$ cat config.mk
export PLATFORM = sky130hd
export DESIGN_NAME = mbs_seq
export DESIGN_NICKNAME = d
export VERILOG_FILES = /design/src/mbs_pkg.sv /design/src/mbs_sync.sv /design/src/mbs_seq.sv
export SDC_FILE = /design/constraint.sdc
export NUM_CORES = 1
export LEC_CHECK = 0
export ABC_CLOCK_PERIOD_IN_PS = 6300
export BUFFER_PORTS_ARGS = -buffer_cell sky130_fd_sc_hd__buf_4
export CORE_MARGIN = 3
export CORE_UTILIZATION = 50
export DETAILED_ROUTE_END_ITERATION = 12
export GPL_TIMING_DRIVEN = 1
export PLACE_DENSITY_LB_ADDON = 0.08
export REMOVE_ABC_BUFFERS = 1
export SETUP_SLACK_MARGIN = 0.3
export SYNTH_ARGS = -nofsm -noshare
export SYNTH_HDL_FRONTEND = slang
export SYNTH_SLANG_ARGS = --single-unit
export TNS_END_PERCENT = 1
$ cat constraint.sdc
create_clock -name clk -period 6.3 [get_ports clk]
set_input_delay 1.575 -clock clk [delete_from_list [all_inputs] [get_ports clk]]
set_output_delay 1.575 -clock clk [all_outputs]
set_load 0.02 [all_outputs]
$ cat src/mbs_pkg.sv
// Purpose: Shared constants and types for the muxed bus-cycle sequencer
// Assumes: 40 MHz system clock, oscillator input at 10 MHz
// Notes: Timing figures are kept in their own units, cycle counts derive from them
package mbs_pkg;
    localparam int unsigned CLK_HZ = 40000000;
    localparam int unsigned OSC_HZ = 10000000;
    localparam int unsigned STATE_NS = 200;
    localparam int unsigned CLK_NS = 25;
    // Cycles of clk in one machine state (200 ns / 25 ns)
    localparam int unsigned STATE_CYC = (STATE_NS + CLK_NS - 1) / CLK_NS;
    // Cycles of clk per oscillator half period; the divider toggles once every two of these
    localparam int unsigned OSC_HALF_CYC = CLK_HZ / (2 * OSC_HZ);
    // Cycle-type status codes
    localparam logic [1:0] CT_HALT = 2'h0;
    localparam logic [1:0] CT_WRITE = 2'h1;
    localparam logic [1:0] CT_READ = 2'h2;
    localparam logic [1:0] CT_FETCH = 2'h3;
    // Reset values
    localparam logic [7:0] RST_BYTE = 8'h00;
    localparam logic [15:0] RST_PC = 16'h0000;
    // Fetch lengths in states
    localparam int unsigned FETCH_SHORT = 4;
    localparam int unsigned FETCH_LONG = 6;
    localparam int unsigned MAX_CYCLES = 5;
    typedef enum logic [2:0] {
        MBS_IDLE,
        MBS_FIRST,
        MBS_SECOND,
        MBS_WAIT,
        MBS_THIRD,
        MBS_EXTRA
    } mbs_state_t;
endpackage

$ cat src/mbs_sync.sv
// Purpose: Three-flop synchroniser with agreement filter for one pin input
// Assumes: Input is asynchronous to clk
// Notes: Output changes only when the second and third stages agree
`timescale 1ns/1ps
module mbs_sync #(
    parameter logic RST_VAL = 1'b0
) (
    input wire logic clk,
    input wire logic srst,
    input wire logic pin,
    output logic level
);
    typedef struct packed {
        logic s1;
        logic s2;
        logic s3;
        logic lvl;
    } mbs_sync_t;
    mbs_sync_t r_q;
    mbs_sync_t r_d;

    // First stage feeds only the second stage
    always_comb
    begin
        r_d = r_q;
        r_d.s1 = pin;
        r_d.s2 = r_q.s1;
        r_d.s3 = r_q.s2;
        if (r_q.s2 == r_q.s3)
        begin
            r_d.lvl = r_q.s3;
        end
    end

    // Register stage
    always_ff @(posedge clk)
    begin
        if (srst)
        begin
            r_q <= '{RST_VAL, RST_VAL, RST_VAL, RST_VAL};
        end
        else
        begin
            r_q <= r_d;
        end
    end

    assign level = r_q.lvl;
endmodule // mbs_sync

$ cat src/mbs_seq.sv
// Purpose: Bus-cycle sequencer with shared address/data bus and ready waits
// Assumes: osc_input_pair sampled at 10 MHz level rate, one machine state = 8 clk
// Notes: Requests come from the core as valid levels with cycle kind and address, held until req_ready
// Behaviour
// - Sample ready at second state start
// - Ready low holds cycle before completion
// - Internal clock is oscillator divided by two
// - Internal clock driven on output pin
// - Reset clears int enable, hold ack, pc
// - Reset indicator asserted during reset
// - Instruction takes one to five cycles
// - Each machine state lasts 200 ns
// - Address latch pulse in first state
// - Low address only in first state
// - I/O flag held whole cycle for I/O
// - Status codes: 01 wr, 10 rd, 11 fetch, 00 halt
// - Status set at start, held stable
// - Read strobe after first state
// - Write strobe trailing edge in third state
// - Read/write cycles take three states
// - Fetch takes four or six states
// - Ready low inserts waits between second, third
// - High address lines stable all cycle
// - Strobes asserted second state, negated third
`timescale 1ns/1ps
module mbs_seq #(
    parameter int unsigned STATE_CYC = mbs_pkg::STATE_CYC,
    parameter int unsigned OSC_HALF_CYC = mbs_pkg::OSC_HALF_CYC
) (
    input wire logic clk,
    input wire logic srst,
    input wire logic osc_input_pair,
    input wire logic ready,
    input wire logic reset_in_n,
    input wire logic req_valid,
    input wire logic [1:0] req_kind,
    input wire logic req_io,
    input wire logic req_long,
    input wire logic req_last,
    input wire logic [15:0] req_addr,
    input wire logic [7:0] req_wdata,
    input wire logic [7:0] ad_in,
    input wire logic int_enable_set,
    output logic req_ready,
    output logic [7:0] rdata,
    output logic rdata_valid,
    output logic [7:0] ad_out,
    output logic ad_oe,
    output logic [7:0] addr_hi,
    output logic addr_latch,
    output logic io_space,
    output logic cycle_type_hi,
    output logic cycle_type_lo,
    output logic rd_n,
    output logic wr_n,
    output logic clk_out,
    output logic reset_out,
    output logic int_enable,
    output logic hold_ack,
    output logic [15:0] pc,
    output logic [2:0] cycle_count
);
    initial
    begin
        if (STATE_CYC < 2 || OSC_HALF_CYC < 1 || STATE_CYC != 4 * OSC_HALF_CYC)
        begin
            $error("mbs_seq: state length must be four oscillator half periods");
        end
    end

    typedef struct packed {
        mbs_pkg::mbs_state_t st;
        logic [7:0] tick;
        logic [2:0] extra;
        logic [2:0] ncyc;
        logic [1:0] kind;
        logic io;
        logic lng;
        logic last;
        logic [15:0] addr;
        logic [7:0] wdata;
        logic [7:0] rdata;
        logic rvalid;
        logic rdy_ok;
        logic clkout;
        logic ie;
        logic ha;
        logic [15:0] pc;
        logic [7:0] ad_out;
        logic ad_oe;
        logic [7:0] ahi;
        logic ale;
        logic iof;
        logic [1:0] ct;
        logic rd_n;
        logic wr_n;
        logic rst_out;
        logic rq_rdy;
    } mbs_regs_t;
    mbs_regs_t r_q;
    mbs_regs_t r_d;
    logic ready_s;
    logic rstin_n_s;
    logic osc_s;
    logic osc_prev_q;
    logic osc_edge;
    logic state_end;
    logic state_start;

    // Pin inputs pass the three-flop agreement filter
    mbs_sync #(.RST_VAL(1'b1)) u_sync_ready (.clk(clk), .srst(srst), .pin(ready),
        .level(ready_s));
    mbs_sync #(.RST_VAL(1'b0)) u_sync_rst (.clk(clk), .srst(srst), .pin(reset_in_n),
        .level(rstin_n_s));
    mbs_sync #(.RST_VAL(1'b0)) u_sync_osc (.clk(clk), .srst(srst), .pin(osc_input_pair),
        .level(osc_s));

    // Rising oscillator edge detector on the filtered level
    always_ff @(posedge clk)
    begin
        if (srst)
        begin
            osc_prev_q <= 1'b0;
        end
        else
        begin
            osc_prev_q <= osc_s;
        end
    end
    assign osc_edge = osc_s & ~osc_prev_q;

    // State boundaries fall on tick wrap, giving 200 ns states
    assign state_end = (r_q.tick == 8'(STATE_CYC - 1));
    assign state_start = (r_q.tick == 8'h00);

    always_comb
    begin
        r_d = r_q;
        r_d.rvalid = 1'b0;
        r_d.ale = 1'b0;
        r_d.rq_rdy = 1'b0;
        // State timer; internal clock flips every half state, i.e. osc / 2
        if (state_end)
        begin
            r_d.tick = 8'h00;
        end
        else
        begin
            r_d.tick = r_q.tick + 8'h01;
        end
        if (osc_edge)
        begin
            r_d.clkout = ~r_q.clkout;
        end
        r_d.rst_out = ~rstin_n_s;
        if (int_enable_set)
        begin
            r_d.ie = 1'b1;
        end
        if (!rstin_n_s)
        begin
            // Device reset from the pin
            r_d.ie = 1'b0;
            r_d.ha = 1'b0;
            r_d.pc = mbs_pkg::RST_PC;
            r_d.st = mbs_pkg::MBS_IDLE;
            r_d.ct = mbs_pkg::CT_HALT;
            r_d.iof = 1'b0;
            r_d.rd_n = 1'b1;
            r_d.wr_n = 1'b1;
            r_d.ad_oe = 1'b0;
            r_d.ncyc = 3'h0;
        end
        else if (state_end)
        begin
            unique case (r_q.st)
                mbs_pkg::MBS_IDLE, mbs_pkg::MBS_THIRD, mbs_pkg::MBS_EXTRA:
                begin
                    r_d.rd_n = 1'b1;
                    r_d.wr_n = 1'b1;
                    r_d.ad_oe = 1'b0;
                    if (r_q.st == mbs_pkg::MBS_EXTRA && r_q.extra != 3'h0)
                    begin
                        r_d.extra = r_q.extra - 3'h1;
                    end
                    else if (req_valid)
                    begin
                        // New cycle: status, I/O flag and address set together
                        r_d.st = mbs_pkg::MBS_FIRST;
                        r_d.kind = req_kind;
                        r_d.io = req_io;
                        r_d.lng = req_long;
                        r_d.last = req_last;
                        r_d.addr = req_addr;
                        r_d.wdata = req_wdata;
                        r_d.ct = req_kind;
                        r_d.iof = req_io & (req_kind != mbs_pkg::CT_FETCH);
                        r_d.ahi = req_io ? req_addr[7:0] : req_addr[15:8];
                        r_d.ad_out = req_addr[7:0];
                        r_d.ad_oe = 1'b1;
                        r_d.ale = 1'b1;
                        r_d.rq_rdy = 1'b1;
                        if (req_kind == mbs_pkg::CT_FETCH)
                        begin
                            r_d.pc = req_addr + 16'h0001;
                        end
                    end
                    else
                    begin
                        r_d.st = mbs_pkg::MBS_IDLE;
                        r_d.ct = mbs_pkg::CT_HALT;
                        r_d.iof = 1'b0;
                    end
                end
                mbs_pkg::MBS_FIRST:
                begin
                    // Strobe after the first state; address leaves the shared bus
                    r_d.st = mbs_pkg::MBS_SECOND;
                    if (r_q.kind == mbs_pkg::CT_WRITE)
                    begin
                        r_d.wr_n = 1'b0;
                        r_d.ad_out = r_q.wdata;
                    end
                    else
                    begin
                        r_d.rd_n = 1'b0;
                        r_d.ad_oe = 1'b0;
                    end
                end
                mbs_pkg::MBS_SECOND, mbs_pkg::MBS_WAIT:
                begin
                    // Ready was caught at the start of this state
                    if (r_q.rdy_ok)
                    begin
                        r_d.st = mbs_pkg::MBS_THIRD;
                    end
                    else
                    begin
                        r_d.st = mbs_pkg::MBS_WAIT;
                    end
                end
                default:
                begin
                    r_d.st = mbs_pkg::MBS_IDLE;
                end
            endcase
        end
        // Ready sample at the start of second or wait state
        if (state_start && (r_q.st == mbs_pkg::MBS_SECOND || r_q.st == mbs_pkg::MBS_WAIT))
        begin
            r_d.rdy_ok = ready_s;
        end
        // Mid third state: strobes trail, read data captured on that edge
        if (r_q.st == mbs_pkg::MBS_THIRD && r_q.tick == 8'(STATE_CYC / 2 - 1)
            && rstin_n_s)
        begin
            r_d.wr_n = 1'b1;
            r_d.rd_n = 1'b1;
            if (r_q.kind != mbs_pkg::CT_WRITE)
            begin
                r_d.rdata = ad_in;
                r_d.rvalid = 1'b1;
            end
            // Fetch adds one or three states beyond the third
            if (r_q.kind == mbs_pkg::CT_FETCH)
            begin
                r_d.st = mbs_pkg::MBS_EXTRA;
                r_d.extra = r_q.lng ? 3'(mbs_pkg::FETCH_LONG - 3) : 3'(mbs_pkg::FETCH_SHORT - 3);
            end
            // Machine cycles counted per instruction, wrapping at its last
            if (r_q.last || r_q.ncyc == 3'(mbs_pkg::MAX_CYCLES - 1))
            begin
                r_d.ncyc = 3'h0;
            end
            else
            begin
                r_d.ncyc = r_q.ncyc + 3'h1;
            end
        end
    end

    // All sequencer state but the oscillator edge flop and the pin synchronisers in one register
    always_ff @(posedge clk)
    begin
        if (srst)
        begin
            r_q <= '0;
            r_q.st <= mbs_pkg::MBS_IDLE;
            r_q.rd_n <= 1'b1;
            r_q.wr_n <= 1'b1;
            r_q.rst_out <= 1'b1;
            r_q.pc <= mbs_pkg::RST_PC;
            r_q.ad_out <= mbs_pkg::RST_BYTE;
        end
        else
        begin
            r_q <= r_d;
        end
    end

    assign req_ready = r_q.rq_rdy;
    assign rdata = r_q.rdata;
    assign rdata_valid = r_q.rvalid;
    assign ad_out = r_q.ad_out;
    assign ad_oe = r_q.ad_oe;
    assign addr_hi = r_q.ahi;
    assign addr_latch = r_q.ale;
    assign io_space = r_q.iof;
    assign cycle_type_hi = r_q.ct[1];
    assign cycle_type_lo = r_q.ct[0];
    assign rd_n = r_q.rd_n;
    assign wr_n = r_q.wr_n;
    assign clk_out = r_q.clkout;
    assign reset_out = r_q.rst_out;
    assign int_enable = r_q.ie;
    assign hold_ack = r_q.ha;
    assign pc = r_q.pc;
    assign cycle_count = r_q.ncyc;

    chk_latch_first: assert property (@(posedge clk) disable iff (srst)
        r_q.ale |-> r_q.st == mbs_pkg::MBS_FIRST) else $error("latch outside first state");
    chk_ready_go: assert property (@(posedge clk) disable iff (srst || !rstin_n_s)
        (state_end && r_q.st == mbs_pkg::MBS_SECOND && r_q.rdy_ok)
        |=> r_q.st == mbs_pkg::MBS_THIRD) else $error("ready high did not proceed");
    chk_ready_hold: assert property (@(posedge clk) disable iff (srst || !rstin_n_s)
        (state_end && r_q.st inside {mbs_pkg::MBS_SECOND, mbs_pkg::MBS_WAIT} && !r_q.rdy_ok)
        |=> r_q.st == mbs_pkg::MBS_WAIT) else $error("ready low did not wait");
    chk_status_stable: assert property (@(posedge clk) disable iff (srst || !rstin_n_s)
        (r_q.st inside {mbs_pkg::MBS_SECOND, mbs_pkg::MBS_WAIT}) |-> $stable(r_q.ct))
        else $error("status changed mid cycle");
    chk_io_stable: assert property (@(posedge clk) disable iff (srst || !rstin_n_s)
        (r_q.st == mbs_pkg::MBS_SECOND) |-> $stable(r_q.iof) && $stable(r_q.ahi))
        else $error("io flag or high address moved");
    chk_rd_second: assert property (@(posedge clk) disable iff (srst || !rstin_n_s)
        (r_q.st == mbs_pkg::MBS_SECOND && r_q.kind != mbs_pkg::CT_WRITE) |-> !r_q.rd_n)
        else $error("read strobe missing in second state");
    chk_wr_trail: assert property (@(posedge clk) disable iff (srst)
        $rose(r_q.wr_n) |-> $past(r_q.st) == mbs_pkg::MBS_THIRD || !rstin_n_s)
        else $error("write strobe ended outside third state");
    chk_reset_clears: assert property (@(posedge clk) disable iff (srst)
        !rstin_n_s |=> !r_q.ie && !r_q.ha && r_q.pc == mbs_pkg::RST_PC && r_q.rst_out)
        else $error("reset did not clear state");
    chk_state_len: assert property (@(posedge clk) disable iff (srst)
        state_end |=> r_q.tick == 8'h00 ##7 state_end) else $error("state length wrong");
    cov_read: cover property (@(posedge clk) r_q.st == mbs_pkg::MBS_THIRD && r_q.kind == 2'h2);
    cov_write: cover property (@(posedge clk) r_q.st == mbs_pkg::MBS_THIRD && r_q.kind == 2'h1);
    cov_wait: cover property (@(posedge clk) r_q.st == mbs_pkg::MBS_WAIT);
    cov_fetch_long: cover property (@(posedge clk) r_q.st == mbs_pkg::MBS_EXTRA && r_q.lng);
endmodule // mbs_seq

======== Yosys cells after proc, flatten, opt, wreduce, memory -nomap -nowiden ========
Index checks and enable logic that the tools add are counted.
W data, S select, Z words.
cells by class
  add/sub/neg operators ................... 4
  eq/ne operators ......................... 21
  mux-type cells .......................... 28
  bitwise operators ....................... 9
  reduce and logical (&&, ||, !) cells .... 24
operators with widths
  operator                 number
  $mux W3                  14
  $mux W21                 1
  $mux W18                 1
  $pmux W9 S2              1
  $add A16 B1 Y16 const B  1
  $mux W8                  2
  $ne A2 B2 Y1 const B     6
  $reduce_and A5 Y1        2
  $eq A3 B3 Y1 const B     3
  $pmux W3 S3              1
  $reduce_and A3 Y1        3
  $add A8 B1 Y8 const B    1
  $eq A8 B2 Y1 const B     1
  $eq A8 B3 Y1 const B     1
  $logic_not A8 Y1         1
  $reduce_or A2 Y1         4
  $not A1 Y1               7
  $eq A3 B2 Y1 const B     2
  $mux W6                  1
  $reduce_and A6 Y1        1
  $reduce_or A3 Y1         2
  $mux W1                  5
  $reduce_or A5 Y1         1
  $eq A2 B2 Y1 const B     2
  other kinds (15)         22
word-level totals
  register bits after elaboration ......... 95
  output and inout bits ................... 56

======== Logic depth before layout (Yosys ltp) ========
Gate-level depths: netlist of run 1.
  depth after elaboration ................. 8
  mapped depth ............................ 8
  gate-level depth less buffers ........... 6

======== Modules after synthesis ========
A second synthesis of run 1 with hierarchy kept.
unflattened totals
  cells, all modules ...................... 495
  area total of the unflattened synthesis .. 4496.8 µm²
by module, submodules not included
  module                     instances  cells each  area each (µm²)  seq. area each (µm²)
  mbs_seq                    1          465         4156.5           1641.6
  mbs_sync (u_sync_osc ...)  2          10          112.6            80.1
  mbs_sync (u_sync_ready)    1          10          115.1            80.1

======== Worst setup path after synthesis of run 1 ========
Ideal clock, no wire load.
  path type ............................... input-to-reg
  start point ............................. input port req_valid
  end point ............................... register r_q (netlist bit addr_hi[6])
  arrival ................................. 2.614 ns
  required time ........................... 6.172 ns
  setup slack ............................. 3.558 ns
  cell stages on the path ................. 5
  cell sequence ........................... nand2b_1 a2111oi_0 buf_2 mux2i_1 nor2_1
between the ends
  cells in the longest elaborated chain, start to end .. 1
RTL lines
  what                         line            RTL
  from (decl)                  mbs_seq.sv:35   input wire logic req_valid,
  $reduce_and A5 Y1 (no line)  -
  to (signal assigned)         mbs_seq.sv:297  r_q <= r_d;
  to (decl)                    mbs_seq.sv:100  mbs_regs_t r_q;
No other way between the ends.
A chain may end at the register's enable or synchronous reset.

======== Worst setup path after layout of run 1 ========
  start point ............................. input port req_kind[1]
  end point ............................... register, netlist name pc[4]
between the ends
  cells in the longest elaborated chain, start to end .. 2
RTL lines
  what                         line            RTL
  from (decl)                  mbs_seq.sv:36   input wire logic [1:0] req_kind,
  $eq A2 B2 Y1                 mbs_seq.sv:203  if (req_kind == mbs_pkg::CT_FETCH)
  $reduce_and A5 Y1 (no line)  -
No other way between the ends.

==> flow_summary.ini, run 1 <==
[cts]
htree_num_levels = 3
cts_buffers = 9
postCtsSetupRepairBufs = 0
tritoncts = yes
cts_resized = 0
clkTransAtPathRegs_ps = 100
clockRootBuffer = clkbuf_8
clockBufferDepth = 2
cts_sinks = 94
clk_latency_ps = 360
hold_buffers = 0

[placed_design]
gp_congestion = 0.8460
placed_area_mm2 = 0.005075
hpwlAfterDp_um = 7517
dp.cells = 648
io_buffers = 98

[floorplanning]
die_area_mm2 = 0.01051
rows = 34
fp.dieH_um = 102.5
coreArea_mm2 = 0.008891
start_util = 0.5241
io_pins = 100
dieWidth_um = 102.5

[global_route]
antenna_found_initial = 0
grt_max_degree = 73
grt_pass1_wl_um = 16700
grt_pass1_vias = 3381
track_usage = 0.2009
overflow = 0

[timing]
hold_violations = 0
slew_viol_final = 0
whs_ps = 424.5
slew_headroom = 0.1715
period_needed_ps = 3216
rsz0062_at_grt = no
max_clock_freq_mhz = 311.0
tightest_slew_ps = 1243
clock_skew_ps = 10.99
period_share = 0.5104
setup_viol = 0

[routing]
routed_wl_um = 10570
via_per_inst = 5.483
drc = 0
drt-initial-drc-count = 139
vias = 3641
drt_pass1_iterations = 4
wire_per_inst_um = 15.91
final_antenna_net_count = 0

[hold_path]
hold_class = reg -> reg

[cells_and_area]
ff_latch_area_mm2 = 0.001882
final_cells = 664
fin_util = 0.5929
final_area_mm2 = 0.005271
nNetsFinal = 602
area_growth_pct = 13.13
fillers = 798
multi_input_comb_area_mm2 = 0.002266
drive_gt1_frac = 0.2608
antenna-diode-count = 0

[critical_path]
r2r_setup_slack_ps = 3390
crit_type = in -> reg
cp_data_required_time_ps = 6480
critPathLaunchType = input pin
critPathMaxFanout = 18
worst_setup_path_end_kind = flop
worstPathArrival_ps = 3400

[yosys]
synth_seq_area_share = 0.4039
synth_fa_ha_area_frac = 0.01880
synth_mux_area_frac = 0.08996
synth_xor_area_frac = 0.03947
yosys_most_used_dff = dfxtp_1
synthArstFlopShare = 0
ys_warn_count = 0
synth-simple-area-share = 0.1928
netlist_area_mm2 = 0.004659
synthCells = 519
synth_edf_count = 0
synth_compound_area_frac = 0.1421
synth_top_family_by_area = simple AND/OR/NAND/NOR gates
ys_ff_latch = 94
yosysMostFrequentCell = dfxtp_1
synth_top_area_cell = dfxtp_1
synth_common_cells = 94 x dfxtp_1, 47 x a21oi_1, 45 x buf_4
synth_top_area_frac = 0.4039
ys_types = 56
syn_avg_cell_area_um2 = 8.978
yosys-top-cells-area = dfxtp_1 40%, buf_4 7.3%, a21oi_1 5.0%

[power_and_ir_drop]
p_leak_nw = 1.963
power_density_mw_per_mm2 = 203.5
peakVddDrop_v = 0.0001428

[status]
status = finished clean

[flow_run]
drv_cap = 0
[flip-flops by register name (all words and copies together), names as in the netlist, 2 cells and up]
name / flops
u_sync_ready.r_d: 2
pc: 16
r_q: 27
cycle_count: 3
addr_hi: 8
ad_out: 8
rdata: 8
u_sync_rst.r_d: 2
u_sync_osc.r_d: 2
[cells by family (layout without fill, tap and decap cells)]
kind of cell / Yosys count / after routing
muxes: 37 / 37
and+or+nand+nor: 165 / 165
other: 1 / 1
xor gates and xnor gates: 21 / 21
buffers and inverters: 90 / 127
DFF: 94 / 94
adders and majority gates: 7 / 7
AOI/OAI and AO/OA: 104 / 104
[cell type report]
type / instances / share of cell area
multi-input cells: 335 / 0.4299
flip-flops and latches: 94 / 0.3570
repair buffers: 100 / 0.1424
well taps: 108 / 0.02563
clock buffers: 10 / 0.02421
clock inverters: 6 / 0.01305
inverters: 11 / 0.007833
[power breakdown]
part / total [mW] / switching (mW) / internal (mW)
Clock: 0.403 / 0.217 / 0.187
Sequential: 0.601 / 0.00277 / 0.598
Combinational: 0.0689 / 0.0362 / 0.0327
[critical path, stage by stage]
cell and delay (ps):
buf_4 100, nand2_1 80, nor3_2 860, and2_1 610, a211oi_1 170
[layer usage]
metal,global-route usage,wire length [um]
met1,0.2619,4651
met2,0.3376,5322
met3,0.03518,487
met4,0.06660,106
met5,0,0
[per-stage QoR]
stage	TNS [ps]	setup WS, ps	power [mW]
6_report	0	3084	1.073
5_1_grt	0	2879	1.114
4_1_cts	0	3112	1.083
3_5_place_dp	0	2729	0.6833
3_3_place_gp	0	2798	0.6825
2_1_floorplan	-10470	-523.3	0.6397
[cells in the final DEF (no fill, tap or decap), types with 3 or more instances in the layout]
| master | count |
|---|---|
| inv_1 | 11 |
| nand3b_1 | 3 |
| a211oi_1 | 15 |
| o21ai_0 | 16 |
| nand3_1 | 25 |
| buf_4 | 100 |
| ha_1 | 7 |
| mux2i_1 | 22 |
| and4_1 | 3 |
| nand2_1 | 22 |
| or2_2 | 3 |
| xor2_1 | 10 |
| and2_1 | 3 |
| mux2_2 | 7 |
| o31ai_1 | 3 |
| mux2_4 | 8 |
| nor2_1 | 34 |
| nor2b_1 | 22 |
| dfxtp_1 | 94 |
| nor4_1 | 5 |
| xnor2_1 | 11 |
| nor3_1 | 9 |
| a21oi_1 | 47 |
| clkbuf_8 | 9 |
| nand2b_1 | 7 |
| nand4_1 | 10 |
| and3_1 | 3 |
| o311ai_0 | 10 |
[final timing paths]
kind,end,cells after the start,from
setup / recovery,pc[4]$_SDFFE_PP0P_,5,req_kind[1]
hold reg to reg,u_sync_ready.r_d[1]$_SDFF_PP1_,1,u_sync_ready.r_d[2]$_SDFF_PP1_
hold / removal,u_sync_ready.r_d[1]$_SDFF_PP1_,1,u_sync_ready.r_d[2]$_SDFF_PP1_
setup reg to reg,pc[4]$_SDFFE_PP0P_,5,r_q[89]$_SDFF_PP0_
Power figures use the tool's default switching activity.
==> run 2: changes to the inputs <==
--- a/config.mk
+++ b/config.mk
@@ -5,10 +5,10 @@
 export SDC_FILE = /design/constraint.sdc
 export NUM_CORES = 1
 export LEC_CHECK = 0
-export ABC_CLOCK_PERIOD_IN_PS = 6300
+export ABC_CLOCK_PERIOD_IN_PS = 2600
 export BUFFER_PORTS_ARGS = -buffer_cell sky130_fd_sc_hd__buf_4
 export CORE_MARGIN = 3
-export CORE_UTILIZATION = 50
+export CORE_UTILIZATION = 49
 export DETAILED_ROUTE_END_ITERATION = 12
 export GPL_TIMING_DRIVEN = 1
 export PLACE_DENSITY_LB_ADDON = 0.08
==> constraint.sdc (replaced) <==
create_clock -name clk -period 2.6 [get_ports clk]
set_input_delay 0.65 -clock clk [delete_from_list [all_inputs] [get_ports clk]]
set_output_delay 0.65 -clock clk [all_outputs]
set_load 0.02 [all_outputs]
==> flow_summary.ini, run 2 (synthesis gave the netlist of run 1 again) <==
[routing]
vias = 3686
wire_per_inst_um = 15.51
final_antenna_net_count = 0
routed_wl_um = 10750
drt_pass1_iterations = 4
drt-initial-drc-count = 192
via_per_inst = 5.319
drc = 0

[cells_and_area]
antenna-diode-count = 0
mostFrequentLayoutCells = 110 x buf_4, 94 x dfxtp_1, 47 x a21oi_1
drive_gt1_frac = 0.2769
fin_util = 0.6065
fillers = 824
regMostFlops = r_q
top_regs = r_q: 27 flops, pc: 16 flops
mostFrequentLayoutCell = buf_4
largest_register_ffs = 27
nNetsFinal = 613
area_growth_pct = 16.84

[global_route]
track_usage = 0.1986
grt_pass1_vias = 3528
grt_pass1_wl_um = 17810
grt_busiest_layer = met2
grtUsageMet1 = 0.2672
overflow = 0
antenna_found_initial = 0
grt_max_degree = 37
use_met2 = 0.3243
use_met3 = 0.03980

[critical_path]
cp_data_required_time_ps = 2840
critPathLaunchType = flop
crit_type = reg -> reg
cp_cell_sequence = ha_1, or4bb_1, a2111oi_4, clkbuf_8, mux2i_1, nor2_1
critPathMaxFanout = 10
worst_setup_path_end_kind = flop
worstPathArrival_ps = 2490
slowest_delay_ps = 550
cp_slowest_cell = or4bb_1

[cts]
clk_latency_ps = 360
clkTransAtPathRegs_ps = 90
htree_num_levels = 3
clockBufferDepth = 2
tritoncts = yes
clockRootBuffer = clkbuf_8
cts_sinks = 94
cts_buffers = 9
hold_buffers = 0

[placed_design]
io_buffers = 98
gp_congestion = 0.8529
hpwlAfterDp_um = 7731

[floorplanning]
die_area_mm2 = 0.01072
start_util = 0.5191
fp.dieH_um = 103.5
coreArea_mm2 = 0.008976
io_pins = 100
dieWidth_um = 103.5
rows = 34

[timing]
tightest_slew_ps = 675.9
max_clock_freq_mhz = 444.5
period_share = 0.8653
rsz0062_at_grt = yes
setup_viol = 0
hold_violations = 0
period_needed_ps = 2250
slew_headroom = 0.5488
slew_viol_final = 0
clock_skew_ps = 13.74
fin_tns_setup_ps = 0

[power_and_ir_drop]
peakVddDrop_v = 0.0003128
p_leak_nw = 2.042
power_density_mw_per_mm2 = 514.4

[status]
status = finished clean

[hold_path]
hold_class = reg -> reg

[flow_run]
drv_cap = 0
-- run 2: final cells by class --
cell class              count  area [um^2]  share of cell area
inverters                  11        41.29            0.007584
well taps                 126        157.7             0.02896
repair buffers            111        839.6              0.1542
clock inverters             7        120.1             0.02206
clock buffers               9        123.9             0.02275
multi-input cells         335         2280              0.4188
flip-flops and latches     94         1882              0.3457
-- run 2: where the power goes --
group          internal (mW)  leakage [nW]  switching [mW]
logic                 0.0830          1.16          0.0894
clock network          0.646         0.126           0.527
registers               1.45         0.759         0.00654
-- run 2: worst max-delay path: cells and delay by family, from the launching register on --
kind,cells,cell delay (ps)
buf+inv,1,290
simple gates,2,610
mux,1,210
compound gates,1,350
fa+ha+maj,1,290
flops,1,380
-- run 2: metal layers --
metal | vias to the layer above | wire [um]
li1 | 1864 | -
met1 | 1721 | 4904
met2 | 95 | 5233
met3 | 6 | 527
met4 | 0 | 84
met5 | - | 0
-- run 2: worst paths after layout --
kind	startpoint	slack (ps)	endpoint	cells after the start
min reg2reg	u_sync_ready.r_d[2]$_SDFF_PP1_	430	u_sync_ready.r_d[1]$_SDFF_PP1_	1
max	r_q[89]$_SDFF_PP0_	350	r_q[54]$_SDFFE_PP0P_	6
min	u_sync_ready.r_d[2]$_SDFF_PP1_	430	u_sync_ready.r_d[1]$_SDFF_PP1_	1
max reg2reg	r_q[89]$_SDFF_PP0_	350	r_q[54]$_SDFFE_PP0P_	6
-- run 2: stage by stage --
step | instances | total power, mW | hold WS (ps) | worst slack, ps | cell area [um^2]
4_1_cts | 692 | 2.827 | 440.2 | 338.1 | 5415
3_5_place_dp | 676 | 1.661 | 405.3 | 327.3 | 5167
5_1_grt | 693 | 2.894 | 453.9 | 224.2 | 5444
2_1_floorplan | 440 | 1.550 | 389.5 | -3617 | 4178
6_report | 693 | 2.800 | 432.5 | 350.1 | 5444
3_3_place_gp | 676 | 1.660 | 410.6 | 405.3 | 5167
-- run 2: timing repair --
| action | in CTS | in global routing |
|---|---|---|
| setup endpoints to repair | 1 | 34 |
| gates resized for setup | 1 | 4 |
| gates cloned | 0 | 1 |
| pin swaps | 0 | 0 |
| setup buffers | 0 | 0 |
